### src/mtwi_pkg.sv
// constants, register map and state types of the two-wire bus interface
package mtwi_pkg;
    // register indices on the plain register port
    localparam logic [2:0] MTWI_CR = 3'h0;
    localparam logic [2:0] MTWI_SR1 = 3'h1;
    localparam logic [2:0] MTWI_SR2 = 3'h2;
    localparam logic [2:0] MTWI_CCR = 3'h3;
    localparam logic [2:0] MTWI_OAR1 = 3'h4;
    localparam logic [2:0] MTWI_OAR2 = 3'h5;
    localparam logic [2:0] MTWI_DR = 3'h6;
    // control register fields
    localparam int CR_PE = 5;
    localparam int CR_ENGC = 4;
    localparam int CR_START = 3;
    localparam int CR_ACK = 2;
    localparam int CR_STOP = 1;
    localparam int CR_IRQ_EN = 0;
    // status register 1 fields
    localparam int SR1_EVENT = 7;
    localparam int SR1_MATCHED = 6;
    localparam int SR1_TRA = 5;
    localparam int SR1_BUSY = 4;
    localparam int SR1_BTF = 3;
    localparam int SR1_AEV = 2;
    localparam int SR1_MSL = 1;
    localparam int SR1_SB = 0;
    // status register 2 fields
    localparam int SR2_AF = 4;
    localparam int SR2_STOPF = 3;
    localparam int SR2_ARLO = 2;
    localparam int SR2_MISPLACED = 1;
    localparam int SR2_GCAL = 0;
    // clock control and second address register fields
    localparam int CCR_FAST = 7;
    localparam int OAR2_A10 = 7;
    localparam int OAR2_HI = 1;
    // byte framing
    localparam logic [3:0] MTWI_LAST_BIT = 4'h7;
    localparam logic [3:0] MTWI_ACK_BIT = 4'h8;
    localparam logic [4:0] MTWI_HDR10 = 5'h1e;
    localparam logic [7:0] MTWI_GC_ADDR = 8'h00;
    // bit timing: half periods never shorter than the speed mode allows
    localparam int CLK_PERIOD_NS = 25;
    localparam int STD_HALF_NS = 5000;
    localparam int FAST_HALF_NS = 1250;
    localparam logic [8:0] STD_MIN_HALF = 9'((STD_HALF_NS + CLK_PERIOD_NS - 1) / CLK_PERIOD_NS);
    localparam logic [8:0] FAST_MIN_HALF = 9'((FAST_HALF_NS + CLK_PERIOD_NS - 1) / CLK_PERIOD_NS);

    typedef enum logic [2:0] {ST_IDLE, ST_XFER, ST_HOLD, ST_MSTART, ST_MSTOP, ST_MRESTART} mtwi_fsm_t;

    typedef struct packed {
        logic [2:0] addr;
        logic [7:0] wdata;
        logic we;
        logic re;
    } mtwi_req_t;

    typedef struct packed {
        mtwi_fsm_t st;
        logic ph;
        logic [8:0] tmr;
        logic [3:0] cnt;
        logic [7:0] sh;
        logic rbit;
        logic sda_low;
        logic scl_low;
        logic scl_q;
        logic sda_q;
        logic pe;
        logic engc;
        logic start;
        logic stop;
        logic ack_en;
        logic event_interrupt_enable;
        logic [7:0] ccr;
        logic [7:0] oar1;
        logic [7:0] oar2;
        logic [7:0] dr;
        logic dr_full;
        logic sb;
        logic btf;
        logic address_matched_flag;
        logic aev;
        logic af;
        logic stopf;
        logic arlo;
        logic misplaced_condition_error;
        logic gcal;
        logic msl;
        logic busy;
        logic tra;
        logic addressed;
        logic addr_phase;
        logic hdr_ok;
        logic second;
        logic hit;
        logic sr1_seen;
        logic [7:0] rdata;
    } mtwi_state_t;

    localparam mtwi_state_t MTWI_RESET = '0;
endpackage

### src/mtwi_core.sv
// multimaster two-wire bus interface with register port
`timescale 1ns/1ps
module mtwi_core (
    input wire logic clk,
    input wire logic rst_b,
    input wire mtwi_pkg::mtwi_req_t reg_req,
    output logic [7:0] reg_rdata,
    input wire logic serial_clock_pin,
    input wire logic serial_data_pin,
    output logic serial_clock_out,
    output logic serial_clock_oe_b,
    output logic serial_data_out,
    output logic serial_data_oe_b,
    output logic irq
);
    import mtwi_pkg::*;

    mtwi_state_t q;
    mtwi_state_t n;
    logic [7:0] nb;
    logic [8:0] half;
    logic rise;
    logic fall;
    logic bit_fall;
    logic start_det;
    logic stop_det;
    logic event_flag;
    logic evc;
    logic hdr;
    logic pend;

    function automatic logic is_acc(input mtwi_req_t r, input logic [2:0] a);
        return (r.we | r.re) && r.addr == a;
    endfunction

    assign nb = {q.sh[6:0], q.rbit};
    // half bit time depends on speed mode and divider
    assign half = q.ccr[CCR_FAST] ? FAST_MIN_HALF + {2'b00, q.ccr[6:0]}
                                  : STD_MIN_HALF + {1'b0, q.ccr[6:0], 1'b0};
    assign rise = serial_clock_pin & ~q.scl_q;
    assign fall = ~serial_clock_pin & q.scl_q;
    // a slave ignores the clock fall that follows a start, no bit was sampled yet
    assign bit_fall = fall & (q.msl | q.ph);
    assign start_det = serial_clock_pin & q.scl_q & q.sda_q & ~serial_data_pin;
    assign stop_det = serial_clock_pin & q.scl_q & ~q.sda_q & serial_data_pin;
    assign event_flag = q.sb | q.btf | q.address_matched_flag | q.aev | q.af | q.stopf
                        | q.arlo | q.misplaced_condition_error;
    assign evc = q.sr1_seen & (is_acc(reg_req, MTWI_DR) | (reg_req.we && reg_req.addr == MTWI_CR));
    assign hdr = nb[7:3] == MTWI_HDR10 && nb[2:1] == q.oar2[OAR2_HI+:2];
    assign pend = q.sb | q.btf | q.address_matched_flag | q.aev;

    always_comb begin
        n = q;
        n.scl_q = serial_clock_pin;
        n.sda_q = serial_data_pin;
        n.rdata = 8'h00;
        n.tmr = (q.tmr == 9'h000) ? q.tmr : q.tmr - 9'h001;
        if (reg_req.re) begin
            unique case (reg_req.addr)
                MTWI_CR: begin
                    n.rdata[CR_PE] = q.pe;
                    n.rdata[CR_ENGC] = q.engc;
                    n.rdata[CR_START] = q.start;
                    n.rdata[CR_ACK] = q.ack_en;
                    n.rdata[CR_STOP] = q.stop;
                    n.rdata[CR_IRQ_EN] = q.event_interrupt_enable;
                end
                MTWI_SR1: begin
                    n.rdata[SR1_EVENT] = event_flag;
                    n.rdata[SR1_MATCHED] = q.address_matched_flag;
                    n.rdata[SR1_TRA] = q.tra;
                    n.rdata[SR1_BUSY] = q.busy;
                    n.rdata[SR1_BTF] = q.btf;
                    n.rdata[SR1_AEV] = q.aev;
                    n.rdata[SR1_MSL] = q.msl;
                    n.rdata[SR1_SB] = q.sb;
                    n.sr1_seen = 1'b1;
                end
                MTWI_SR2: begin
                    n.rdata[SR2_AF] = q.af;
                    n.rdata[SR2_STOPF] = q.stopf;
                    n.rdata[SR2_ARLO] = q.arlo;
                    n.rdata[SR2_MISPLACED] = q.misplaced_condition_error;
                    n.rdata[SR2_GCAL] = q.gcal;
                    n.af = 1'b0;
                    n.stopf = 1'b0;
                    n.arlo = 1'b0;
                    n.misplaced_condition_error = 1'b0;
                    n.gcal = 1'b0;
                end
                MTWI_CCR: n.rdata = q.ccr;
                MTWI_OAR1: n.rdata = q.oar1;
                MTWI_OAR2: n.rdata = q.oar2;
                MTWI_DR: begin
                    n.rdata = q.dr;
                    n.dr_full = 1'b0;
                end
                default: n.rdata = 8'h00;
            endcase
        end
        if (reg_req.we) begin
            unique case (reg_req.addr)
                MTWI_CR: begin
                    n.pe = reg_req.wdata[CR_PE];
                    n.engc = reg_req.wdata[CR_ENGC];
                    n.start = reg_req.wdata[CR_START];
                    n.ack_en = reg_req.wdata[CR_ACK];
                    n.stop = reg_req.wdata[CR_STOP];
                    n.event_interrupt_enable = reg_req.wdata[CR_IRQ_EN];
                end
                MTWI_CCR: n.ccr = reg_req.wdata;
                MTWI_OAR1: n.oar1 = reg_req.wdata;
                MTWI_OAR2: n.oar2 = reg_req.wdata;
                MTWI_DR: begin
                    n.dr = reg_req.wdata;
                    n.dr_full = 1'b1;
                end
                default: ;
            endcase
        end
        // status read then data access or control register write releases the byte handshake
        if (evc) begin
            n.sb = 1'b0;
            n.btf = 1'b0;
            n.address_matched_flag = 1'b0;
            n.aev = 1'b0;
            n.sr1_seen = 1'b0;
        end
        unique case (q.st)
            ST_IDLE: begin
                if (q.pe && q.start && !q.busy) begin
                    n.st = ST_MSTART;
                    n.msl = 1'b1;
                    n.sda_low = 1'b1;
                    n.tmr = half;
                end
            end
            ST_MSTART: begin
                if (q.tmr == 9'h000) begin
                    n.scl_low = 1'b1;
                    n.sb = 1'b1;
                    n.start = 1'b0;
                    n.tra = 1'b1;
                    n.addr_phase = 1'b1;
                    n.busy = 1'b1;
                    n.st = ST_HOLD;
                end
            end
            ST_MSTOP, ST_MRESTART: begin
                if (!q.ph) begin
                    if (q.tmr == 9'h000) begin
                        n.scl_low = 1'b0;
                        n.ph = 1'b1;
                        n.tmr = half;
                    end
                end else if (!serial_clock_pin) begin
                    n.tmr = half;
                end else if (q.tmr == 9'h000) begin
                    n.ph = 1'b0;
                    if (q.st == ST_MSTOP) begin
                        n.sda_low = 1'b0;
                        n.msl = 1'b0;
                        n.stop = 1'b0;
                        n.addressed = 1'b0;
                        n.st = ST_IDLE;
                    end else begin
                        n.sda_low = 1'b1;
                        n.tmr = half;
                        n.st = ST_MSTART;
                    end
                end
            end
            ST_HOLD: begin
                n.scl_low = 1'b1;
                if (!pend) begin
                    n.ph = 1'b0;
                    n.tmr = half;
                    n.cnt = 4'h0;
                    if (q.msl && q.stop) begin
                        n.sda_low = 1'b1;
                        n.st = ST_MSTOP;
                    end else if (q.msl && q.start) begin
                        n.sda_low = 1'b0;
                        n.st = ST_MRESTART;
                    end else if (!q.tra || q.dr_full) begin
                        n.st = ST_XFER;
                        n.sh = q.dr;
                        n.sda_low = q.tra & ~q.dr[7];
                        if (q.tra) begin
                            n.dr_full = 1'b0;
                        end
                        if (!q.msl) begin
                            n.scl_low = 1'b0;
                        end
                    end
                end
            end
            ST_XFER: begin
                if (q.msl) begin
                    if (!q.ph) begin
                        if (q.tmr == 9'h000) begin
                            n.scl_low = 1'b0;
                            n.ph = 1'b1;
                            n.tmr = half;
                        end
                    end else if (!serial_clock_pin) begin
                        n.tmr = half;
                    end else if (q.tmr == 9'h000) begin
                        n.scl_low = 1'b1;
                        n.ph = 1'b0;
                        n.tmr = half;
                    end
                end
                if (rise) begin
                    n.rbit = serial_data_pin;
                end
                if (!q.msl && (rise || fall)) begin
                    n.ph = rise;
                end
                if (rise && q.msl && q.tra && q.cnt != MTWI_ACK_BIT && q.sh[7]
                    && !serial_data_pin) begin
                    n.arlo = 1'b1;
                    n.msl = 1'b0;
                    n.sda_low = 1'b0;
                    n.scl_low = 1'b0;
                    n.st = ST_IDLE;
                end else if (bit_fall && q.cnt == MTWI_ACK_BIT) begin
                    n.cnt = 4'h0;
                    n.sda_low = 1'b0;
                    if (!q.msl && !q.addressed) begin
                        if (q.hit) begin
                            n.addressed = 1'b1;
                            n.address_matched_flag = 1'b1;
                            n.hit = 1'b0;
                            n.scl_low = 1'b1;
                            n.st = ST_HOLD;
                        end else if (!q.second) begin
                            n.st = ST_IDLE;
                        end
                    end else if (q.tra && q.rbit) begin
                        n.af = 1'b1;
                        if (q.msl) begin
                            n.btf = 1'b1;
                            n.st = ST_HOLD;
                        end else begin
                            n.st = ST_IDLE;
                        end
                    end else begin
                        if (q.msl && q.addr_phase) begin
                            n.aev = 1'b1;
                            n.addr_phase = 1'b0;
                            n.tra = ~q.sh[0];
                        end else begin
                            n.btf = 1'b1;
                        end
                        n.scl_low = 1'b1;
                        n.st = ST_HOLD;
                    end
                end else if (bit_fall) begin
                    n.sh = nb;
                    n.cnt = q.cnt + 4'h1;
                    n.sda_low = q.tra & ~nb[7];
                    if (q.cnt == MTWI_LAST_BIT) begin
                        n.sda_low = 1'b0;
                        if (!q.tra && (q.msl || q.addressed)) begin
                            n.dr = nb;
                            n.sda_low = q.ack_en;
                        end else if (!q.tra) begin
                            n.dr = nb;
                            n.gcal = 1'b0;
                            if (q.oar2[OAR2_A10]) begin
                                n.hit = (q.second && nb == q.oar1)
                                        || (!q.second && hdr && nb[0] && q.hdr_ok);
                                n.second = !q.second && hdr && !nb[0];
                                n.hdr_ok = q.hdr_ok | (q.second && nb == q.oar1);
                                n.tra = !q.second && nb[0];
                            end else begin
                                n.gcal = q.engc && nb == MTWI_GC_ADDR;
                                n.hit = nb[7:1] == q.oar1[7:1] || n.gcal;
                                n.tra = nb[0] && !n.gcal;
                            end
                            n.sda_low = q.ack_en & (n.hit | n.second);
                        end
                    end
                end
            end
            default: n.st = ST_IDLE;
        endcase
        if (start_det) begin
            n.busy = 1'b1;
            if (q.st == ST_XFER && (q.cnt != 4'h0 || q.msl)) begin
                n.misplaced_condition_error = 1'b1;
            end
            if (!q.msl || q.st == ST_XFER) begin
                n.msl = 1'b0;
                n.st = ST_XFER;
                n.ph = 1'b0;
                n.cnt = 4'h0;
                n.addressed = 1'b0;
                n.tra = 1'b0;
                n.hit = 1'b0;
                n.second = 1'b0;
                n.sda_low = 1'b0;
                n.scl_low = 1'b0;
            end
        end
        if (stop_det) begin
            n.busy = 1'b0;
            n.hdr_ok = 1'b0;
            if (q.st != ST_MSTOP) begin
                if (q.st == ST_XFER && q.cnt != 4'h0) begin
                    n.misplaced_condition_error = 1'b1;
                end
                if (q.addressed && !q.msl) begin
                    n.stopf = 1'b1;
                end
                n.st = ST_IDLE;
                n.msl = 1'b0;
                n.addressed = 1'b0;
                n.sda_low = 1'b0;
                n.scl_low = 1'b0;
            end
        end
        if (!n.pe) begin
            n.st = ST_IDLE;
            n.msl = 1'b0;
            n.busy = 1'b0;
            n.start = 1'b0;
            n.stop = 1'b0;
            n.addressed = 1'b0;
            n.sda_low = 1'b0;
            n.scl_low = 1'b0;
        end
    end

    always_ff @(posedge clk or negedge rst_b) begin
        if (!rst_b) begin
            q <= MTWI_RESET;
        end else begin
            q <= n;
        end
    end

    // pins only ever pulled low
    assign serial_clock_out = 1'b0;
    assign serial_data_out = 1'b0;
    assign serial_clock_oe_b = ~q.scl_low;
    assign serial_data_oe_b = ~q.sda_low;
    assign reg_rdata = q.rdata;
    assign irq = event_flag & q.event_interrupt_enable;
endmodule

### config.mk
export PLATFORM = sky130hd
export DESIGN_NAME = mtwi_core
export DESIGN_NICKNAME = d
export VERILOG_FILES = /design/src/mtwi_pkg.sv /design/src/mtwi_core.sv
export SDC_FILE = /design/constraint.sdc
export NUM_CORES = 1
export LEC_CHECK = 0
export BUFFER_PORTS_ARGS = -buffer_cell sky130_fd_sc_hd__buf_2
export CAP_MARGIN = 25
export CORE_ASPECT_RATIO = 1.2
export CORE_MARGIN = 5
export CORE_UTILIZATION = 40
export DETAILED_ROUTE_END_ITERATION = 7
export GPL_ROUTABILITY_DRIVEN = 0
export PLACE_DENSITY = 0.58
export REMOVE_ABC_BUFFERS = 1
export SLEW_MARGIN = 20
export SYNTH_ARGS = -nofsm -noshare
export SYNTH_HDL_FRONTEND = slang
export SYNTH_SLANG_ARGS = --single-unit
### constraint.sdc
create_clock -name clk -period 7.4 [get_ports clk]
set_input_delay 0.74 -clock clk [delete_from_list [all_inputs] [get_ports clk]]
set_output_delay 0.74 -clock clk [all_outputs]
set_load 0.05 [all_outputs]
After elaboration in Yosys (flattened, before gate mapping)
Cells that the tools add are included.
{"block": "classes", "n_addsub": 4, "n_mul": 0, "div_mod_pow": 0, "n_lt_le_gt_ge": 0, "eq_ne": 37, "n_shift": 0, "muxes": 231, "bitwise": 34, "n_reduce_logical": 68}
{"cell": "$mux W1", "n": 116}
{"cell": "$mux W8", "n": 14}
{"cell": "$mux W9", "n": 8}
{"cell": "$mux W2", "n": 32}
{"cell": "$mux W3", "n": 20}
{"cell": "$mux W13", "n": 4}
{"cell": "$mux W10", "n": 5}
{"cell": "$mux W4", "n": 11}
{"cell": "$mux W39", "n": 1}
{"cell": "$pmux W9 S4", "n": 1}
{"cell": "$pmux W5 S7", "n": 1}
{"cell": "$ne A2 B2 Y1 const B", "n": 15}
{"cell": "$logic_and A1 B1 Y1", "n": 29}
{"cell": "$mux W25", "n": 1}
{"cell": "$mux W12", "n": 2}
{"cell": "$pmux W12 S2", "n": 1}
{"cell": "$reduce_and A8 Y1", "n": 2}
{"cell": "$reduce_bool A2 Y1", "n": 8}
{"cell": "$eq A3 B3 Y1 const B", "n": 5}
{"cell": "$pmux W3 S5", "n": 1}
{"cell": "$reduce_and A2 Y1", "n": 7}
{"cell": "$and A1 B1 Y1", "n": 13}
{"cell": "$eq A3 B2 Y1 const B", "n": 4}
{"cell": "$mux W6", "n": 2}
{"cell": "31 further kinds", "n": 71}
{"block": "totals", "regBits": 95, "latch_bits": 0, "mem_bits_rw": 0, "romBits": 0, "input_bits": 17, "out_inout_bits": 13, "wordCells": 414, "n_memories": 0}

Longest topological paths before layout
{"block": "depth", "word_depth": 28, "depth_mapped": 9, "ltp_nobuf": 7}

Least setup slack after synthesis
OpenSTA, ideal clock, no wires.
{"block": "synth_path", "path_kind": "in2reg", "start": "in reg_req[10] (netlist name)", "end": "reg q[67] (netlist name)", "arrival_time_ps": 2248, "required_time_ps": 7296, "setup_slack_ps": 5048, "stages": 5, "n_path_buf": 1, "path_cell_list": "clkbuf_1 nor4b_4 mux2i_1 or3_1 a221oi_1"}
{"element": "from (decl)", "line_no": "mtwi_core.sv:6", "source": "input wire mtwi_pkg::mtwi_req_t reg_req,"}
{"element": "to (signal assigned)", "line_no": "mtwi_core.sv:340", "source": "q <= n;"}
{"element": "to (decl)", "line_no": "mtwi_core.sv:18", "source": "mtwi_state_t q;"}

==> impl_metrics.env <==
export IMPL_outcome="complete, no violations"
export IMPL_antenna_cells=0
export IMPL_dp_hpwl_um=13280
export IMPL_path_cells="inv_1 > ha_1 > or4b_2 > nor2_1 > o21ai_0 > a221oi_1 > o211ai_1"
export IMPL_numPortBuffers=27
export IMPL_area_growth_pct=7.994
export IMPL_synth_flop_cell="dfrtp_1"
export IMPL_drt_pass1_iter_count=6
export IMPL_maxSlewHeadroom_pct=36.15
export IMPL_detail_route_wl_per_cell_um=21.12
export IMPL_setup_tns_ps=0
export IMPL_final_cell_count_no_fill=852
export IMPL_fillers=1518
export IMPL_grt_usage_pct=20.57
export IMPL_grt_max_degree=59
export IMPL_grt_pass1_vias=5199
export IMPL_swShare_pct=33.99
export IMPL_fin_skew_ps=8.513
export IMPL_cts_resized=0
export IMPL_rsz0062_at_grt="no"
export IMPL_grt_pass1_wl_um=28950
export IMPL_synth_area_per_cell_um2=9.430
export IMPL_antenna_left=0
export IMPL_start_kind="flip-flop"
export IMPL_async_reset_ff_share_pct=100.0
export IMPL_required_ps=7630
export IMPL_slowest_delay_ps=750
export IMPL_drv_cap=0
export IMPL_rows=49
export IMPL_first_iter_violations=387
export IMPL_drive_gt1_share_pct=15.74
export IMPL_synth_seq_cells=95
export IMPL_ys_types=75
export IMPL_io_pins=30
export IMPL_clk_pin_slew_ps=70
export IMPL_cts_num_sinks=95
export IMPL_power_density_nw_per_um2=248.8
export IMPL_cts_buffers=9
export IMPL_fin_area_um2=6660
export IMPL_clk_path_buf_depth=2
export IMPL_crit_fanout=11
export IMPL_vias_per_cell=6.180
export IMPL_clkPwrFrac_pct=32.3
export IMPL_ir_worst_vdd_mv=0.1560
export IMPL_drv_slew=0
export IMPL_dp_cells=836
export IMPL_layout_nets=668
export IMPL_cp_arrival_ps=3390
export IMPL_p_sw_w=0.0005633
export IMPL_die_area_um2=18010
export IMPL_die_h_um=146.0
export IMPL_cp_end_kind="flip-flop"
export IMPL_pre_cts_ws_ps=4159
export IMPL_finalWorstSetupSlack_ps=4242
export IMPL_htree_levels=3
export IMPL_synth_edff_count=0
export IMPL_syn_area_um2=6167
export IMPL_cts_root_buf="clkbuf_16"
export IMPL_yosysSeqAreaShare_pct=38.55
export IMPL_yosysWarnings=0
export IMPL_finalCritPeriodShare_pct=42.68
export IMPL_cts_tree="built"
export IMPL_core_area_um2=15080
export IMPL_tightest_slew_ps=957.8
export IMPL_clkLatencyLatePin_ps=360
export IMPL_critPathKind="flip-flop to flip-flop"
export IMPL_hold_path_class="input port to asynchronous set/reset pin"
export IMPL_setup_viol=0
export IMPL_fmax_mhz=316.6
export IMPL_finalHoldViolations=0
export IMPL_p_int_w=0.001094
export IMPL_placed_area_um2=6320
export IMPL_hold_ws_ps=344.7
export IMPL_leakage_nw=2.697
export IMPL_cts_setup_buffers=0
export IMPL_wl_um=17990
export IMPL_die_w_um=123.4
export IMPL_overflow=0
export IMPL_power_frac_comb_pct=23.9
export IMPL_vias=5265
export IMPL_cts_hold_buf=0
export IMPL_drc=0
export IMPL_cp_slowest_cell="or4b_2"
export IMPL_antenna_found_initial=0
export IMPL_fin_crit_ps=3158
export IMPL_p_seq_share_pct=43.8
export IMPL_start_util_pct=40.89
export IMPL_synth_cells=654
-- per-stage QoR --
stage          utilization, %   power, W
2_1_floorplan               -  0.0009824
3_3_place_gp            41.90   0.001114
3_5_place_dp            41.90   0.001127
4_1_cts                 44.16   0.001663
5_1_grt                 44.16   0.001747
6_report                44.16   0.001657
-- layer usage --
layer  part of all wire [%]  GRT usage (%)  up-vias
li1                       -              -     2411
met4                    3.4          8.033        0
met2                     50          33.77      194
met5                      0              0        -
met1                     41          27.04     2610
met3                    5.2          3.172       50
-- cells by family (layout without fill, tap and decap cells) --
| kind of cell | after synthesis | count (layout) | share of synthesized area, % |
|---|---|---|---|
| compound gates | 178 | 178 | 19.92 |
| xor+xnor | 20 | 20 | 2.840 |
| fa+ha+maj | 8 | 8 | 1.623 |
| buf+inv | 66 | 59 | 4.991 |
| flops | 95 | 95 | 38.55 |
| mux | 69 | 69 | 12.44 |
| other cells | 1 | 2 | 0.06081 |
| simple gates | 217 | 217 | 19.58 |
-- worst max-delay path: cells and delay by family (launching register included) --
kind / cells / cell delay, ps
buffers and inverters: 1 / 90
AND/OR/NAND/NOR: 2 / 1440
adder cells (fa/ha/maj): 1 / 250
AO/OA/AOI/OAI: 3 / 800
flip-flops: 1 / 450
-- power by group through the flow --
stage	logic [W]	registers (W)	clock network (W)
2_1_floorplan	0.000284	0.000698	0
3_3_place_gp	0.000386	0.000728	0
3_5_place_dp	0.000394	0.000733	0
4_1_cts	0.000396	0.000723	0.000544
5_1_grt	0.000443	0.000736	0.000568
6_report	0.000396	0.000725	0.000536
-- synth_stat cells, drive strengths merged (4+ instances only) --
| library cell | instances | area [um2] |
|---|---|---|
| dfrtp | 95 | 2377 |
| nand2 | 54 | 205.2 |
| o21ai | 46 | 230.2 |
| mux2 | 41 | 461.7 |
| nor2 | 31 | 116.4 |
| a21oi | 30 | 150.1 |
| clkbuf | 30 | 112.6 |
| nand3 | 30 | 150.1 |
| mux2i | 26 | 260.3 |
| buf | 21 | 138.9 |
| nor2b | 17 | 106.4 |
| xnor2 | 17 | 148.9 |
| nor3 | 16 | 80.08 |
| inv | 14 | 52.55 |
| a211oi | 11 | 82.58 |
| a22o | 9 | 78.83 |
| o211ai | 9 | 67.56 |
| a22oi | 8 | 60.06 |
| ha | 8 | 100.1 |
| or3 | 8 | 50.05 |
| nor4 | 7 | 50.05 |
| o22ai | 7 | 43.79 |
| a31oi | 6 | 37.54 |
| nand2b | 6 | 37.54 |
| nand3b | 6 | 45.04 |
| a21boi | 5 | 37.54 |
| a221oi | 5 | 43.79 |
| and3 | 5 | 31.28 |
| nand4 | 5 | 31.28 |
| nor3b | 5 | 42.54 |
| o31ai | 5 | 37.54 |
| a21o | 4 | 30.03 |
| a41oi | 4 | 35.03 |
| and4b | 4 | 40.04 |
-- layout make-up --
cell class / count / area [um2] / share of cell area, %
multi-input combinational: 494 / 3486 / 52.34
sequential: 95 / 2377 / 35.69
tap: 204 / 255.2 / 3.832
clock buffer: 11 / 252.7 / 3.795
timing repair buffer: 28 / 145.1 / 2.179
clock inverter: 5 / 87.58 / 1.315
inverter: 15 / 56.30 / 0.8454
-- sequential cells by signal, indices dropped and copies added, names as in the netlist --
signal and cells:
reg_rdata 8, nb 8, q 79
-- worst paths after layout --
kind	from	end	slack (ps)	cells past startpoint
worst max-delay path	q[82]$_DFF_PN0_	q[89]$_DFF_PN0_	4240	7
worst min-delay path	rst_b	q[90]$_DFF_PN0_	340	1
worst max register to register	q[82]$_DFF_PN0_	q[89]$_DFF_PN0_	4240	7
worst min register to register	q[8]$_DFFE_PN0P_	q[8]$_DFFE_PN0P_	500	1
max in group asynchronous	rst_b	q[59]$_DFFE_PN0P_	5890	2
min in group clk	q[8]$_DFFE_PN0P_	q[8]$_DFFE_PN0P_	500	1
-- cell usage in the layout, fill, tap and decap left out, drive strengths merged, types with 6 or more instances in the layout --
master / synthesis / final
inv: 14 / 16
a22oi: 8 / 8
o22ai: 7 / 7
nor2: 31 / 31
clkbuf: 30 / 11
nand3b: 6 / 6
buf: 21 / 28
xnor2: 17 / 17
a21oi: 30 / 30
o21ai: 46 / 46
nand3: 30 / 30
or3: 8 / 8
mux2i: 26 / 26
a22o: 9 / 9
dfrtp: 95 / 95
nand2: 54 / 54
ha: 8 / 8
nor2b: 17 / 17
a211oi: 11 / 11
mux2: 41 / 41
a31oi: 6 / 6
o211ai: 9 / 9
nor4: 7 / 7
nor3: 16 / 16
nand2b: 6 / 6
Power figures use the tool's default switching activity.
